===== config.mk =====
export PLATFORM = sky130hd
export DESIGN_NAME = lpm_mode_ctrl
export DESIGN_NICKNAME = d
export VERILOG_FILES = /design/src/lpm_mode_ctrl.v /design/src/lpm_clock_gate.v
export VERILOG_INCLUDE_DIRS = /design/src
export SDC_FILE = /design/constraint.sdc
export NUM_CORES = 1
export LEC_CHECK = 0
export BUFFER_PORTS_ARGS = -buffer_cell sky130_fd_sc_hd__buf_2
export CAP_MARGIN = 20
export CORE_ASPECT_RATIO = 1.5
export CORE_MARGIN = 2
export CORE_UTILIZATION = 40
export DETAILED_ROUTE_END_ITERATION = 10
export GPL_ROUTABILITY_DRIVEN = 1
export PLACE_DENSITY = 0.66
export SYNTH_ARGS = -nofsm -noshare
export SYNTH_HDL_FRONTEND = slang
export SYNTH_SLANG_ARGS = --single-unit

===== constraint.sdc =====
create_clock -name pclk -period 5.7 [get_ports pclk]
set_input_delay 0.57 -clock pclk [delete_from_list [all_inputs] [get_ports pclk]]
set_output_delay 0.57 -clock pclk [all_outputs]
set_load 0.03 [all_outputs]

===== src/lpm_map.vh =====
// register map, bit positions and mode codes of the low-power mode controller
`ifndef LPM_MAP_VH
`define LPM_MAP_VH

// apb word offsets (byte addresses)
`define LPM_OFF_STATUS_WORD 12'h000
`define LPM_OFF_MODULE_EN 12'h004
`define LPM_OFF_PERIPH_CTRL 12'h008
`define LPM_OFF_MODE_STATE 12'h00C
`define LPM_OFF_INT_ENABLE 12'h010
`define LPM_OFF_LOOP_CFG 12'h014

// status word bit positions (cpu_halt_bit mask 10h)
`define LPM_BIT_CPU_HALT 4
`define LPM_BIT_OSC_STOP 5
`define LPM_BIT_LOOP_CTRL_OFF 6
`define LPM_BIT_MAIN_CLK_OFF 7
`define LPM_MODE_MASK 16'h00F0

// reset values
`define LPM_RST_STATUS_WORD 16'h0000
`define LPM_RST_MODULE_EN 8'h00
`define LPM_RST_PERIPH_CTRL 8'h00
`define LPM_RST_INT_ENABLE 8'h00
`define LPM_RST_LOOP_CFG 1'b0

// operating mode codes
`define LPM_MODE_ACTIVE 3'h0
`define LPM_MODE_SL0 3'h1
`define LPM_MODE_SL1 3'h2
`define LPM_MODE_SL2 3'h3
`define LPM_MODE_SL3 3'h4
`define LPM_MODE_SL4 3'h5

// interrupt entry sequence states
`define LPM_IS_IDLE 2'h0
`define LPM_IS_PUSH_SW 2'h1
`define LPM_IS_PUSH_PC 2'h2
`define LPM_IS_CLEAR 2'h3

`endif


===== src/lpm_mode_ctrl.v =====
// low-power mode controller with status word, apb registers and clock gates
//
// Local design decisions: the APB interface to the registers and the register offsets.
`include "lpm_map.vh"

// Contract
// RQ1: With the cpu halt bit set the cpu and internal bus stop until an interrupt or reset.
// RQ2: In levels 0 and 1 the clock generator runs; main and aux clock follow the other mode bits.
// RQ3: Setting the cpu halt bit does not stop peripherals.
// RQ4: Each peripheral runs by its own control bit and module enable, in active mode and levels 0 and 1.
// RQ5: In levels 0 and 1 ports and registers hold and any enabled interrupt wakes.
// RQ6: With cpu halt and main clock off set, cpu, main clock and bus stop (levels 2, 3).
// RQ7: In levels 2 and 3 main clock peripherals are stopped.
// RQ8: In levels 2 and 3 aux clock peripherals follow their own control and enable.
// RQ9: In levels 2 and 3 enabled interrupts from active peripherals or the reset pin wake.
// RQ10: In level 4 all activity stops and only enabled external interrupts wake.
// RQ11: Cpu halt is mask 10h; clearing it in the stacked word returns to active on restore.
// RQ12: Software decides before level 4 whether the frequency integrator is held.
// RQ13: Interrupt entry pushes status word and pc, then clears osc stop, main clock off, cpu halt.
// RQ14: Level 1 is loop control off with cpu halt, main and aux clocks still running.
// RQ15: Level 3 has both clock generator bits, stops main clock, loop and oscillator.
// RQ16: Level 4 is osc stop and cpu halt regardless of the generator bits.
// RQ17: Mode bit changes act on the next cycle and clock gating is glitch-free; here the clock enable outputs and periph_run change two cycles after the word.
module lpm_mode_ctrl #(
   parameter NPER = 8
) (
   // apb slave
   input wire pclk,
   input wire presetn,
   input wire psel,
   input wire penable,
   input wire pwrite,
   input wire [11:0] paddr,
   input wire [31:0] pwdata,
   output reg [31:0] prdata,
   output reg pready,
   output reg pslverr,
   // processor core side
   input wire sw_write,
   input wire [15:0] sw_wdata,
   input wire sw_restore,
   input wire [15:0] sw_restore_data,
   input wire [15:0] pc_value,
   output reg [15:0] status_word,
   output reg cpu_run,
   output reg bus_run,
   output reg push_valid,
   output reg [15:0] push_data,
   output reg int_taken,
   // wake sources
   input wire [NPER-1:0] periph_irq,
   input wire [NPER-1:0] periph_on_aux,
   input wire [NPER-1:0] periph_external,
   input wire reset_nmi_pin,
   // clock system
   output reg main_clk_en,
   output reg aux_clk_en,
   output reg loop_ctrl_en,
   output reg digital_osc_en,
   output reg dc_gen_en,
   output reg crystal_en,
   output reg integrator_hold,
   output reg [NPER-1:0] periph_run
);

   reg [7:0] module_en;
   reg [7:0] periph_ctrl;
   reg [NPER-1:0] int_enable;
   reg loop_cfg;
   reg [1:0] is_state;
   reg [1:0] next_is_state;
   reg [2:0] next_mode;
   reg [2:0] mode;
   reg next_main;
   reg next_aux;
   reg next_loop;
   reg next_osc;
   reg next_dc;
   reg next_xtal;
   reg wake;
   reg [31:0] next_prdata;
   reg addr_ok;
   wire [NPER-1:0] aux_ok;
   wire [NPER-1:0] per_req;
   wire main_gate;
   wire aux_gate;
   wire loop_gate;
   wire osc_gate;
   wire dc_gate;
   wire xtal_gate;
   wire apb_wr;
   wire apb_rd;
   wire halt;
   wire osc_stop;
   wire clk_off;
   wire loop_off;

   assign halt = status_word[`LPM_BIT_CPU_HALT];
   assign osc_stop = status_word[`LPM_BIT_OSC_STOP];
   assign clk_off = status_word[`LPM_BIT_MAIN_CLK_OFF];
   assign loop_off = status_word[`LPM_BIT_LOOP_CTRL_OFF];
   assign apb_wr = psel && penable && pwrite && pready;
   assign apb_rd = psel && !penable && !pwrite;

   // mode decode from the four operating bits
   always @* begin
      next_mode = `LPM_MODE_ACTIVE;
      if (halt && osc_stop)
         next_mode = `LPM_MODE_SL4; // [RQ16]
      else if (halt && clk_off && loop_off)
         next_mode = `LPM_MODE_SL3; // [RQ15]
      else if (halt && clk_off)
         next_mode = `LPM_MODE_SL2; // [RQ6]
      else if (halt && loop_off)
         next_mode = `LPM_MODE_SL1; // [RQ14]
      else if (halt)
         next_mode = `LPM_MODE_SL0; // [RQ1]
   end

   // clock generator controls per level
   always @* begin
      next_main = 1'b1;
      next_aux = 1'b1;
      next_loop = 1'b1;
      next_osc = 1'b1;
      next_dc = 1'b1;
      next_xtal = 1'b1;
      case (next_mode)
         `LPM_MODE_ACTIVE, `LPM_MODE_SL0: begin
         end
         `LPM_MODE_SL1: begin
            next_loop = 1'b0; // [RQ14] [RQ2]
         end
         `LPM_MODE_SL2: begin
            next_main = 1'b0; // [RQ6]
            next_loop = 1'b0;
         end
         `LPM_MODE_SL3: begin
            next_main = 1'b0; // [RQ15]
            next_loop = 1'b0;
            next_osc = 1'b0;
            next_dc = 1'b0;
         end
         `LPM_MODE_SL4: begin
            next_main = 1'b0; // [RQ10] [RQ16]
            next_aux = 1'b0;
            next_loop = 1'b0;
            next_osc = 1'b0;
            next_dc = 1'b0;
            next_xtal = 1'b0;
         end
         default: begin
         end
      endcase
   end

   // each gate flop changes only at a rising edge: next cycle, no runts
   lpm_clock_gate u_main (.pclk(pclk), .presetn(presetn),
      .run(next_main), .enable(main_gate)); // [RQ17]
   lpm_clock_gate u_aux (.pclk(pclk), .presetn(presetn),
      .run(next_aux), .enable(aux_gate));
   lpm_clock_gate u_loop (.pclk(pclk), .presetn(presetn),
      .run(next_loop), .enable(loop_gate));
   lpm_clock_gate u_osc (.pclk(pclk), .presetn(presetn),
      .run(next_osc), .enable(osc_gate));
   lpm_clock_gate u_dc (.pclk(pclk), .presetn(presetn),
      .run(next_dc), .enable(dc_gate));
   lpm_clock_gate u_xtal (.pclk(pclk), .presetn(presetn),
      .run(next_xtal), .enable(xtal_gate));

   // peripheral run: own control and module enable, plus its clock
   genvar gi;
   generate
      for (gi = 0; gi < NPER; gi = gi + 1) begin : g_per
         assign per_req[gi] = periph_ctrl[gi % 8] && module_en[gi % 8]; // [RQ4]
         // aux peripherals ignore main clock gating [RQ8]
         assign aux_ok[gi] = periph_on_aux[gi] ? aux_gate : main_gate; // [RQ7]
      end
   endgenerate

   // wake: level 4 only external sources, 2/3 active peripherals or pin
   // decoded from the live word: the registered mode lags one cycle
   always @* begin
      case (next_mode)
         `LPM_MODE_SL4:
            wake = |(periph_irq & int_enable & periph_external); // [RQ10]
         `LPM_MODE_SL2, `LPM_MODE_SL3:
            wake = |(periph_irq & int_enable & per_req & periph_on_aux)
               || reset_nmi_pin; // [RQ9]
         default:
            wake = |(periph_irq & int_enable) || reset_nmi_pin; // [RQ5]
      endcase
   end

   // interrupt entry sequence
   always @* begin
      next_is_state = is_state;
      case (is_state)
         `LPM_IS_IDLE:
            if (wake && halt)
               next_is_state = `LPM_IS_PUSH_SW;
         `LPM_IS_PUSH_SW:
            next_is_state = `LPM_IS_PUSH_PC;
         `LPM_IS_PUSH_PC:
            next_is_state = `LPM_IS_CLEAR;
         `LPM_IS_CLEAR:
            next_is_state = `LPM_IS_IDLE;
         default:
            next_is_state = `LPM_IS_IDLE;
      endcase
   end

   always @* begin
      addr_ok = 1'b1;
      next_prdata = 32'h00000000;
      case (paddr)
         `LPM_OFF_STATUS_WORD: next_prdata = {16'h0000, status_word};
         `LPM_OFF_MODULE_EN: next_prdata = {24'h000000, module_en};
         `LPM_OFF_PERIPH_CTRL: next_prdata = {24'h000000, periph_ctrl};
         `LPM_OFF_MODE_STATE: next_prdata = {29'h00000000, mode};
         `LPM_OFF_INT_ENABLE: next_prdata = {{(32-NPER){1'b0}}, int_enable};
         `LPM_OFF_LOOP_CFG: next_prdata = {31'h00000000, loop_cfg};
         default: addr_ok = 1'b0;
      endcase
   end

   always @(posedge pclk or negedge presetn) begin
      if (!presetn) begin
         status_word <= `LPM_RST_STATUS_WORD;
         module_en <= `LPM_RST_MODULE_EN;
         periph_ctrl <= `LPM_RST_PERIPH_CTRL;
         int_enable <= {NPER{1'b0}};
         loop_cfg <= `LPM_RST_LOOP_CFG;
         is_state <= `LPM_IS_IDLE;
         mode <= `LPM_MODE_ACTIVE;
         cpu_run <= 1'b1;
         bus_run <= 1'b1;
         push_valid <= 1'b0;
         push_data <= 16'h0000;
         int_taken <= 1'b0;
         prdata <= 32'h00000000;
         pready <= 1'b0;
         pslverr <= 1'b0;
         main_clk_en <= 1'b1;
         aux_clk_en <= 1'b1;
         loop_ctrl_en <= 1'b1;
         digital_osc_en <= 1'b1;
         dc_gen_en <= 1'b1;
         crystal_en <= 1'b1;
         integrator_hold <= 1'b0;
         periph_run <= {NPER{1'b0}};
      end else begin
         is_state <= next_is_state;
         mode <= next_mode;
         // halted cpu and bus restart once the halt bit clears: entry sequence, restore or a word write
         cpu_run <= !halt; // [RQ1] [RQ5]
         bus_run <= !halt; // [RQ6]
         main_clk_en <= main_gate;
         aux_clk_en <= aux_gate;
         loop_ctrl_en <= loop_gate;
         digital_osc_en <= osc_gate;
         dc_gen_en <= dc_gate;
         crystal_en <= xtal_gate;
         // software choice, honoured while the loop is off
         integrator_hold <= loop_cfg && !next_loop; // [RQ12]
         // halt bit alone never stops a peripheral [RQ3]
         periph_run <= per_req & aux_ok;
         push_valid <= 1'b0;
         int_taken <= 1'b0;
         // apb: no wait states, read data set up during setup phase
         pready <= psel && !penable && !pready;
         pslverr <= psel && !penable && !addr_ok;
         if (apb_rd)
            prdata <= next_prdata;
         // status word updates: entry clear, restore, core write, apb write
         if (is_state == `LPM_IS_PUSH_SW) begin
            push_valid <= 1'b1; // [RQ13]
            push_data <= status_word;
         end else if (is_state == `LPM_IS_PUSH_PC) begin
            push_valid <= 1'b1;
            push_data <= pc_value;
         end else if (is_state == `LPM_IS_CLEAR) begin
            status_word[`LPM_BIT_OSC_STOP] <= 1'b0; // [RQ13]
            status_word[`LPM_BIT_MAIN_CLK_OFF] <= 1'b0;
            status_word[`LPM_BIT_CPU_HALT] <= 1'b0;
            int_taken <= 1'b1;
         end else if (sw_restore) begin
            // restored word may have halt cleared: back to active [RQ11]
            status_word <= sw_restore_data;
         end else if (sw_write) begin
            status_word <= sw_wdata; // [RQ17]
         end else if (apb_wr && paddr == `LPM_OFF_STATUS_WORD) begin
            status_word <= pwdata[15:0];
         end
         if (apb_wr && !pslverr) begin
            case (paddr)
               `LPM_OFF_MODULE_EN: module_en <= pwdata[7:0];
               `LPM_OFF_PERIPH_CTRL: periph_ctrl <= pwdata[7:0];
               `LPM_OFF_INT_ENABLE: int_enable <= pwdata[NPER-1:0];
               `LPM_OFF_LOOP_CFG: loop_cfg <= pwdata[0];
               default: begin
               end
            endcase
         end
      end
   end

endmodule // lpm_mode_ctrl


===== src/lpm_clock_gate.v =====
// glitch-free clock enable gate, a flop registered on the rising edge
module lpm_clock_gate (
   // clock and reset
   input wire pclk,
   input wire presetn,
   // control
   input wire run,
   // gated enable
   output reg enable
);

   // the enable only changes at a rising edge, so a downstream gate
   // combining it with the clock never sees a runt pulse
   always @(posedge pclk or negedge presetn) begin
      if (!presetn) begin
         enable <= 1'b1;
      end else begin
         enable <= run;
      end
   end

endmodule // lpm_clock_gate


==> results of run 1 <==
## report_power, final
| group | switching (mW) | total (mW) | internal, mW |
|---|---|---|---|
| Combinational | 0.705 | 1.11 | 0.407 |
| Clock | 0.271 | 0.570 | 0.298 |
| Sequential | 0.167 | 1.06 | 0.894 |
## worst max-delay path by stage
stage | start | to
after floorplan | paddr[1] | status_word[10]$_DFFE_PN0P_
after global placement | paddr[0] | int_enable[5]$_DFFE_PN0P_
after detailed placement | paddr[0] | module_en[0]$_DFFE_PN0P_
after CTS | is_state[1]$_DFFE_PN0P_ | status_word[8]$_DFFE_PN0P_
after global routing | is_state[1]$_DFFE_PN0P_ | status_word[6]$_DFFE_PN0P_
final | is_state[1]$_DFFE_PN0P_ | status_word[6]$_DFFE_PN0P_
## per-stage QoR
step	hold slack (ns)	power [mW]	instances
6_report	0.171	2.74	773
5_1_grt	0.201	2.90	773
4_1_cts	0.181	2.76	773
3_5_place_dp	0.347	2.19	757
3_3_place_gp	0.348	2.16	757
2_1_floorplan	0.274	1.87	469
## routing by layer
metal | up-vias | track usage [%]
met1 | 2020 | 26.2
met5 | - | 0
met4 | 0 | 8.24
li1 | 1903 | -
met3 | 26 | 4.03
met2 | 174 | 38.7
## synth_stat cells, types with 2 or more instances
cell type | n | area (um2)
inv_1 | 7 | 26.3
a221oi_1 | 3 | 26.3
ha_1 | 5 | 62.6
nand3_1 | 15 | 75.1
nand2_1 | 44 | 165
nor2_1 | 40 | 150
clkbuf_1 | 18 | 67.6
a22o_1 | 8 | 70.1
nand4_1 | 6 | 37.5
a32oi_1 | 2 | 17.5
mux2_2 | 38 | 428
o21ai_0 | 25 | 125
buf_4 | 20 | 150
nor3_1 | 5 | 25.0
nor3_2 | 3 | 30.0
dfrtp_1 | 91 | 2280
dfstp_2 | 9 | 236
and2_1 | 3 | 18.8
mux2_4 | 7 | 105
buf_2 | 2 | 10.0
o2bb2ai_1 | 4 | 35.0
nand2_4 | 2 | 22.5
nand2b_1 | 2 | 12.5
and3_1 | 3 | 18.8
a21oi_1 | 21 | 105
a22oi_1 | 4 | 30.0
o22ai_1 | 3 | 18.8
a222oi_1 | 4 | 40.0
mux2i_1 | 42 | 420
## kinds of logic after synthesis
| family | count (synthesis) | synth area share (%) |
|---|---|---|
| fa+ha+maj | 5 | 1.26 |
| xor+xnor | 1 | 0.177 |
| simple gates | 131 | 12.5 |
| mux | 87 | 19.2 |
| buf+inv | 49 | 5.43 |
| compound gates | 80 | 10.6 |
| flops | 100 | 50.7 |
| other cells | 1 | 0.0757 |
## state kept, by name, indices dropped and copies added (netlist names), 2 cells and up
name,count
is_state,2
int_enable,8
mode,3
push_data,16
periph_ctrl,8
module_en,8
periph_run,8
status_word,16
prdata,16
## cell type report
type / instances / area (um2)
fillers: 1140 / 5890
flip-flops and latches: 100 / 2510
multi-input cells: 320 / 2230
repair buffers: 177 / 891
clock buffers: 9 / 225
well taps: 153 / 191
clock inverters: 7 / 51.3
inverters: 7 / 26.3
==> metrics.md, run 1 <==
| Metric | Value |
|---|---|
| Status | `complete, no violations` |
| Hold Path Class | `in -> async` |
| # setup viols final | `0` |
| Synth cell types | `47` |
| Ratio of cells with drive above 1 in the final layout | `41.5%` |
| Critical path's slowest cell | `ha_1` |
| Fin area | `0.00613 mm2` |
| FF-to-FF End | `status_word[6]$_DFFE_PN0P_` |
| Pleak | `3.10 nW` |
| Crit path DAT | `2.68 ns` |
| Syn Inst Count | `454` |
| Worst R2R Path Depth | `5` |
| Avg Vias per Cell | `5.33` |
| Fin worst setup slack | `3.24 ns` |
| Utilization after layout | `51.0%` |
| Avg Inst Size Synth | `10.9 um2` |
| Synth warn | `0` |
| Pin count of the biggest net entering global routing | `67` |
| Final Cycle Share | `43.1%` |
| Vias in the first global route | `4008` |
| Crit path max fanout | `36` |
| Drt drc | `0` |
| Peak supply drop | `0.187 mV` |
| R2R Setup Slk | `3.24 ns` |
| Hold Buf Count CTS | `0` |
| Antenna-violating nets left | `0` |
| Area Growth Syn to Fin | `23.7%` |
| Post-synth EDFFs | `0` |
| # rows | `49` |
| Starting Density | `41.2%` |
| Buffers added on ports | `176` |
| Clock Sinks | `100` |
| Die area | `0.0133 mm2` |
| Layout Skew | `0.00879 ns` |
| Total Wirelength | `14.7 mm` |
| Post-CTS resize count | `0` |
| Clock transition at path regs | `0.07 ns` |
| DR top layer | `met4` |
| Main synth FF type | `dfrtp_1` |
| FF+latch count, synth | `100` |
| Nets@finish | `744` |
| Syn Std Cell Area | `0.00496 mm2` |
| Min Tclk post-route | `2.46 ns` |
| DP Worst Slack | `3.04 ns` |
| RR Startpoint | `is_state[1]$_DFFE_PN0P_` |
| Crit-path cells | `inv_1 > ha_1 > nor2_1 > nand2_4 > mux2_2` |
| H-tree depth | `3` |
| # diodes | `0` |
| Initial antenna violation count | `1` |
| CTS tree | `built` |
| First-pass GRT wire length | `21.9 mm` |
| Root Driver | `clkbuf_16` |
| Crit path largest cell delay | `0.98 ns` |
| CP bufs+invs | `1` |
| Dpl cell area | `0.00585 mm2` |
| Critical path class | `reg -> reg` |
| Worst-skew pair later-pin latency | `0.34 ns` |
| PD cells | `448 mW/mm2` |
| Crit. path cell count | `5` |
| Post-DP HPWL | `11.3 mm` |
| Core area | `0.0120 mm2` |
| DRT met1 WL | `5.73 mm` |
| Worst Tran Pin Value | `1.03 ns` |
| Commonest non-fill, non-tap cell in the layout | `buf_2` |
| Die width | `94.9 um` |
| Critical Path RT | `5.92 ns` |
| Setup_tns | `0 ns` |
| Hold Fails Final Rpt | `0` |
| Top Ports | `209` |
| Crit. End Element | `flop` |
| Sequential-to-total area share from yosys stat | `50.7%` |
| Worst Setup Start Kind | `flop` |
| RSZ-0062 raised after global routing | `no` |
| Maxcap violations | `0` |
| Initial drt markers | `238` |
| GRT Total Usage | `22.0%` |
| Share of synthesized registers carrying an async set or reset | `100%` |
| Die Y | `140 um` |
| Clk buf depth | `2` |
| Metal2 WL | `7.68 mm` |
| DR pass1 iterations | `5` |
| CTS buffer count | `9` |
| Slew headroom | `31.0%` |
| Postcts setup bufs | `0` |
| DR WL/cell | `19.0 um` |
| Max-slew violation count | `0` |
| Via Count | `4123` |
| Crit-path leading delay family | `adder cells` |
| Commonest non-fill, non-tap cells in the layout | `175 x buf_2, 91 x dfrtp_1, 44 x nand2_1` |
| Gpl congestion | `0.982` |
| WL met3 | `900 um` |
| Achievable Freq | `0.407 GHz` |
| GRT Residual Overflow | `0` |
Note: power is estimated with default switching activity, not from simulation.
==> run 2, diff against run 1 <==
--- a/config.mk
+++ b/config.mk
@@ -6,6 +6,7 @@
 export SDC_FILE = /design/constraint.sdc
 export NUM_CORES = 1
 export LEC_CHECK = 0
+export ABC_AREA = 1
 export BUFFER_PORTS_ARGS = -buffer_cell sky130_fd_sc_hd__buf_2
 export CAP_MARGIN = 20
 export CORE_ASPECT_RATIO = 1.5
@@ -13,7 +14,7 @@
 export CORE_UTILIZATION = 40
 export DETAILED_ROUTE_END_ITERATION = 10
 export GPL_ROUTABILITY_DRIVEN = 1
-export PLACE_DENSITY = 0.66
+export PLACE_DENSITY = 0.65
 export SYNTH_ARGS = -nofsm -noshare
 export SYNTH_HDL_FRONTEND = slang
 export SYNTH_SLANG_ARGS = --single-unit
==> constraint.sdc (replaced) <==
create_clock -name pclk -period 2.3 [get_ports pclk]
set_input_delay 0.23 -clock pclk [delete_from_list [all_inputs] [get_ports pclk]]
set_output_delay 0.23 -clock pclk [all_outputs]
set_load 0.03 [all_outputs]
==> run 2 against run 1 <==
Effect of this change: flip-flop and latch count unchanged; register-to-register slack worse by 2.9 ns; first-iteration DRC count fell by 11%; sequential power rose by 140%; critical path depth unchanged; global-route usage decreased by 0.14 points; synthesized cell count rose by 41%; cell count is 26% higher; routed wire length is 0.83% lower; critical endpoint is now push_data[1]$_DFFE_PN0N_.
==> metrics.md, run 2 <==
| Metric | Value |
|---|---|
| Status | `complete, no violations` |
| Worst Tran Pin Value | `0.583 ns (-0.451 ns)` |
| Achievable Freq | `0.514 GHz (+26%)` |
| PD cells | `1080 mW/mm2 (+140%)` |
| Root Driver | `clkbuf_16` |
| CTS tree | `built` |
| Clk buf depth | `2 (unchanged)` |
| Worst Setup Start Kind | `flop` |
| Worst R2R Path Depth | `5 (unchanged)` |
| Core area | `0.0124 mm2 (+3.6%)` |
| DP Worst Slack | `0.376 ns (-2.66 ns)` |
| Crit path DAT | `2.17 ns (-0.51 ns)` |
| Gpl congestion | `0.861 (-12%)` |
| Count leader, synth | `nand2_1` |
| Top flop regs | `prdata (16), push_data (16), status_word (16)` |
| DR pass1 iterations | `4 (-1)` |
| Crit path max fanout | `17 (-53%)` |
| Max-slew violation count | `0 (unchanged)` |
| Largest area contributor in the netlist | `dfrtp_1` |
| # rows | `50 (+2.0%)` |
| Antenna-violating nets left | `0 (unchanged)` |
| Maxcap violations | `0 (unchanged)` |
| Synth warn | `0 (unchanged)` |
| Initial drt markers | `211 (-11%)` |
| Top cell type's share of synthesized area | `44.8% (-1.1 points)` |
| Crit. End Element | `flop` |
| H-tree depth | `3 (unchanged)` |
| Total Wirelength | `14.5 mm (-0.83%)` |
| Sequential Power Share | `36.6% (-2.1 points)` |
| Initial antenna violation count | `0 (-1)` |
| Worst-skew pair later-pin latency | `0.35 ns (about the same)` |
| Post-synth EDFFs | `0 (unchanged)` |
| First-pass GRT wire length | `22.9 mm (+4.6%)` |
| Die width | `96.0 um (+1.2%)` |
| Post-CTS resize count | `0 (unchanged)` |
| Min Tclk post-route | `1.95 ns (-0.510 ns)` |
| Commonest cells in the synthesized netlist | `195 x nand2_1, 91 x dfrtp_1, 86 x o21ai_0` |
| Utilization after layout | `51.8% (+0.83 points)` |
| Nets@finish | `943 (+27%)` |
| GRT Total Usage | `21.8% (-0.14 points)` |
| Commonest non-fill, non-tap cell in the layout | `nand2_1` |
| Net Sw Power | `2.87 mW (+150%)` |
| Clock Sinks | `100 (unchanged)` |
| Synth cell types | `34 (-28%)` |
| Layout Skew | `0.0105 ns (+0.00170 ns)` |
| Drt drc | `0 (unchanged)` |
| Syn Inst Count | `638 (+41%)` |
| Hold Path Class | `in -> reg` |
| Final Cycle Share | `84.6% (+42 points)` |
| Setup_tns | `0 ns (unchanged)` |
| Part of the power in combinational logic | `38.6% (-1.9 points)` |
| Starting Density | `40.8% (-0.43 points)` |
| Peak supply drop | `0.759 mV (+310%)` |
| FF+latch count, synth | `100 (unchanged)` |
| Top Ports | `209 (unchanged)` |
| Slew headroom | `61.1% (+30 points)` |
| DR WL/cell | `14.9 um (-21%)` |
| Commonest non-fill, non-tap cells in the layout | `195 x nand2_1, 175 x buf_2, 91 x dfrtp_1` |
| # setup viols final | `0 (unchanged)` |
| Postcts setup bufs | `0 (unchanged)` |
| Main synth FF type | `dfrtp_1` |
| Hold path cells | `2` |
| Syn Std Cell Area | `0.00508 mm2 (+2.5%)` |
| Clock transition at path regs | `0.07 ns (about the same)` |
| Via Count | `4741 (+15%)` |
| Pleak | `3.50 nW (+13%)` |
| Internal power | `4.08 mW (+160%)` |
| Die area | `0.0136 mm2 (+2.4%)` |
| Area Growth Syn to Fin | `27.0%` |
| Fin worst setup slack | `0.354 ns (-2.89 ns)` |
| Ratio of cells with drive above 1 in the final layout | `28.6% (-13 points)` |
| CTS buffer count | `9 (unchanged)` |
| Sw Ratio | `41.3% (-0.43 points)` |
| Synth top area cells | `dfrtp_1 45%, nand2_1 14%, o21ai_0 8.5%` |
| Critical path class | `reg -> reg` |
| Sequential-to-total area share from yosys stat | `49.5% (-1.2 points)` |
| Die Y | `142 um (+1.2%)` |
| Clk pwr share | `24.8% (+4.0 points)` |
| Avg Vias per Cell | `4.86 (-8.8%)` |
| Avg Inst Size Synth | `7.96 um2 (-27%)` |
| Pin count of the biggest net entering global routing | `46 (-31%)` |
| Critical Path RT | `2.52 ns (-3.40 ns)` |
| Post-DP HPWL | `11.3 mm (-0.48%)` |
| GRT Residual Overflow | `0 (unchanged)` |
| Vias in the first global route | `4651 (+16%)` |
| Buffers added on ports | `176 (unchanged)` |
| Hold Fails Final Rpt | `0 (unchanged)` |
| Share of synthesized registers carrying an async set or reset | `100% (unchanged)` |
| # diodes | `0 (unchanged)` |
| RSZ-0062 raised after global routing | `no` |
## run 2: metrics by stage
step | cells | power (mW) | instance area, um2 | hold slack, ns
2_1_floorplan | 653 | 4.38 | 5140 | -0.0656
3_3_place_gp | 958 | 5.20 | 6100 | 0.229
3_5_place_dp | 958 | 5.29 | 6100 | 0.239
4_1_cts | 975 | 7.03 | 6450 | 0.0698
5_1_grt | 975 | 7.38 | 6450 | 0.0754
6_report | 975 | 6.95 | 6450 | 0.0819
## run 2: repair_timing
item / 4_1_cts / 5_1_grt
setup endpoints to repair: 0 / 0
endpoints found under the hold margin: 35 / 0
hold buffers: 1 / 0
## run 2: power by group through the flow
stage	sequential, mW	combinational, mW	clock (mW)
finish	2.55	2.68	1.72
CTS	2.54	2.72	1.76
global placement	2.56	2.64	0
detailed placement	2.57	2.72	0
global route	2.60	2.97	1.82
floorplan	3.12	1.26	0
## run 2: kinds of logic after synthesis
kind of cell / synth area share (%)
fa+ha+maj: 1.23
simple gates: 24.4
mux: 1.58
compound gates: 14.5
buf+inv: 8.74
other cells: 0.0738
flops: 49.5
## run 2: critical path, stage by stage, from the launching register on
cell,delay [ns]
dfrtp_1,0.42
inv_1,0.12
ha_1,0.53
inv_1,0.43
nor2_1,0.21
o21ai_0,0.11
## run 2: final timing paths
kind / startpoint / to / slack (ns)
max in group asynchronous: presetn / int_enable[4]$_DFFE_PN0P_ / 1.23
min in group asynchronous: presetn / int_enable[3]$_DFFE_PN0P_ / 0.40
max reg2reg: is_state[1]$_DFFE_PN0P_ / push_data[1]$_DFFE_PN0N_ / 0.35
min: periph_on_aux[4] / periph_run[4]$_DFF_PN0_ / 0.08
min reg2reg: u_dc.enable$_DFF_PN1_ / dc_gen_en$_DFF_PN1_ / 0.36
max: is_state[1]$_DFFE_PN0P_ / push_data[1]$_DFFE_PN0N_ / 0.35
## run 2: layout make-up
cell class | instances | area [um2]
Clock buffer | 10 | 229
Sequential cell | 100 | 2510
Clock inverter | 6 | 113
Timing Repair Buffer | 191 | 1020
Multi-Input combinational cell | 459 | 2180
Fill cell | 1219 | 6000
Inverter | 53 | 199
Tap cell | 156 | 195
## run 2: routing by layer
metal	wire length [um]	track usage [%]
met5	0	0
met3	804	3.71
met2	7680	39.0
met1	5800	26.2
met4	258	6.77
==> run 3, diff against run 2 <==
--- a/config.mk
+++ b/config.mk
@@ -6,7 +6,7 @@
 export SDC_FILE = /design/constraint.sdc
 export NUM_CORES = 1
 export LEC_CHECK = 0
-export ABC_AREA = 1
+export ABC_AREA = 0
 export BUFFER_PORTS_ARGS = -buffer_cell sky130_fd_sc_hd__buf_2
 export CAP_MARGIN = 20
 export CORE_ASPECT_RATIO = 1.5
@@ -14,7 +14,7 @@
 export CORE_UTILIZATION = 40
 export DETAILED_ROUTE_END_ITERATION = 10
 export GPL_ROUTABILITY_DRIVEN = 1
-export PLACE_DENSITY = 0.65
+export PLACE_DENSITY = 0.66
 export SYNTH_ARGS = -nofsm -noshare
 export SYNTH_HDL_FRONTEND = slang
 export SYNTH_SLANG_ARGS = --single-unit
==> constraint.sdc (replaced) <==
create_clock -name pclk -period 1.95 [get_ports pclk]
set_input_delay 0.195 -clock pclk [delete_from_list [all_inputs] [get_ports pclk]]
set_output_delay 0.195 -clock pclk [all_outputs]
set_load 0.03 [all_outputs]
==> run 3 against run 2 <==
Effect of this change: total power up 18%; clock skew down 0.0028 ns; non-clock buffer count up 16; register-to-register slack worse by 0.31 ns; global-route usage up 0.25 points; combinational power up 32%; via count down 11%; first-iteration DRC count up 1.9%; critical endpoint is now is_state[1]$_DFFE_PN0P_.
==> metrics.md, run 3 (same netlist as run 1, synthesis figures left out) <==
| Metric | Value |
|---|---|
| Max-slew violation count | `0 (unchanged)` |
| CTS buffer count | `9 (unchanged)` |
| Clk buf depth | `2 (unchanged)` |
| Critical path's slowest cell | `dfrtp_1` |
| Die area | `0.0133 mm2 (-2.4%)` |
| Gpl congestion | `1.01 (+18%)` |
| Setup_tns | `0 ns (unchanged)` |
| Initial drt markers | `215 (+1.9%)` |
| Hold Fails Final Rpt | `0 (unchanged)` |
| DR WL/cell | `18.7 um (+25%)` |
| Drt drc | `0 (unchanged)` |
| Vias in the first global route | `4239 (-8.9%)` |
| Crit path largest cell delay | `0.41 ns (-0.12 ns)` |
| Ratio of cells with drive above 1 in the final layout | `45.1% (+17 points)` |
| Initial antenna violation count | `2 (+2)` |
| Worst Setup Start Kind | `flop` |
| H-tree depth | `3 (unchanged)` |
| Layout Skew | `0.00767 ns (-0.00282 ns)` |
| DR pass1 iterations | `6 (+2)` |
| PD cells | `1280 mW/mm2 (+19%)` |
| Die width | `94.9 um (-1.2%)` |
| CTS tree | `built` |
| Achievable Freq | `0.525 GHz (+2.3%)` |
| Crit-path cells | `inv_1 > ha_4 > nor2b_2 > nand4_1 > nor3_2 > a211oi_2 > buf_4 > mux2_2` |
| Crit path DAT | `2.13 ns (-0.04 ns)` |
| Clock Sinks | `100 (unchanged)` |
| Critical Path RT | `2.18 ns (-0.34 ns)` |
| GRT Total Usage | `22.1% (+0.25 points)` |
| Avg Vias per Cell | `5.25 (+8.0%)` |
| First-pass GRT wire length | `22.1 mm (-3.3%)` |
| Post-DP HPWL | `11.8 mm (+4.8%)` |
| Antenna-violating nets left | `0 (unchanged)` |
| Top Ports | `209 (unchanged)` |
| Area Growth Syn to Fin | `29.2%` |
| # rows | `49 (-2.0%)` |
| Starting Density | `41.2% (+0.43 points)` |
| Status | `complete, no violations` |
| Min Tclk post-route | `1.90 ns (-0.0433 ns)` |
| Core area | `0.0120 mm2 (-3.5%)` |
| GRT Residual Overflow | `0 (unchanged)` |
| Die Y | `140 um (-1.2%)` |
| Top flop regs | `prdata (16), push_data (16), status_word (16)` |
| Crit. End Element | `flop` |
| Root Driver | `clkbuf_16` |
| Pin count of the biggest net entering global routing | `48 (+4.3%)` |
| # setup viols final | `0 (unchanged)` |
| Clock transition at path regs | `0.06 ns (about the same)` |
| Utilization after layout | `53.3% (+1.5 points)` |
| Pleak | `3.25 nW (-7.3%)` |
| Crit path max fanout | `4 (-13)` |
| Maxcap violations | `0 (unchanged)` |
| Worst-skew pair later-pin latency | `0.35 ns (about the same)` |
| Total Wirelength | `15.0 mm (+3.1%)` |
| Final Cycle Share | `97.6% (+13 points)` |
| Min Hold Slack | `0.130 ns (+0.0481 ns)` |
| Buffers added on ports | `176 (unchanged)` |
| Via Count | `4222 (-11%)` |
| Peak supply drop | `0.482 mV (-37%)` |
| Critical path class | `reg -> reg` |
| Hold Path Class | `in -> reg` |
| Commonest non-fill, non-tap cells in the layout | `175 x buf_2, 91 x dfrtp_1, 44 x nand2_1` |
| Nets@finish | `774 (-18%)` |
| Commonest non-fill, non-tap cell in the layout | `buf_2` |
run 3: cell types whose count changed in the layout (fill, tap and decap cells not counted), moves of 16 or more:
cell     delta
o21a_1     -16
inv_1      -46
nand2_1   -151
mux2i_1    +34
nor2_1     -16
buf_4      +17
mux2_2     +38
o21ai_0    -61
run 3: metal layers:
layer  global-route usage, %  wire, um
met1                    25.4      5560
met2                    38.9      7810
met3                    4.79      1130
met4                    9.23       481
met5                       0        17
run 3: stage by stage:
stage | power (mW) | worst slack [ns] | std cells | cell area [um2]
3_3_place_gp | 6.44 | -0.0365 | 785 | 6070
3_5_place_dp | 6.56 | -0.0428 | 785 | 6070
4_1_cts | 8.18 | 0.0303 | 802 | 6350
2_1_floorplan | 5.46 | 0.103 | 469 | 5010
6_report | 8.20 | 0.0470 | 804 | 6400
5_1_grt | 8.64 | -0.0621 | 803 | 6400
run 3: final cells by class:
class                           count  area, um2
Fill cell                        1094       5610
Sequential cell                   100       2510
Multi-Input combinational cell    320       2270
Timing Repair Buffer              207       1130
Clock buffer                       10        229
Tap cell                          153        191
Clock inverter                      6       41.3
Inverter                            7       26.3
Antenna cell                        1       2.50
run 3: report_power, final:
group,switching (mW),total [mW],internal (mW)
registers,0.422,3.04,2.62
logic,2.21,3.55,1.34
clock network,0.755,1.62,0.862
run 3: final timing paths:
path,from,end,slack [ns],depth (start not counted)
worst max-delay path,is_state[1]$_DFFE_PN0P_,is_state[1]$_DFFE_PN0P_,0.05,8
worst min register to register,u_loop.enable$_DFF_PN1_,loop_ctrl_en$_DFF_PN1_,0.36,0
max in group asynchronous,presetn,dc_gen_en$_DFF_PN1_,0.92,3
worst min-delay path,sw_restore_data[7],status_word[7]$_DFFE_PN0P_,0.13,3
worst max register to register,is_state[1]$_DFFE_PN0P_,is_state[1]$_DFFE_PN0P_,0.05,8
min in group asynchronous,presetn,push_data[5]$_DFFE_PN0N_,0.31,2
run 3: worst max-delay path, delay by kind of cell (launching register included):
kind            cells  cell delay, ns
mux                 1            0.26
compound gates      1            0.10
simple gates        3            0.53
buf+inv             2            0.30
fa+ha+maj           1            0.18
flops               1            0.41
run 3: what timing repair did:
action | in CTS | in global routing
pin swaps | 1 | 2
hold buffers | 1 | 0
gates resized for setup | 0 | 10
endpoints found under the hold margin | 25 | 0
setup buffers | 0 | 1
setup endpoints to repair | 1 | 1
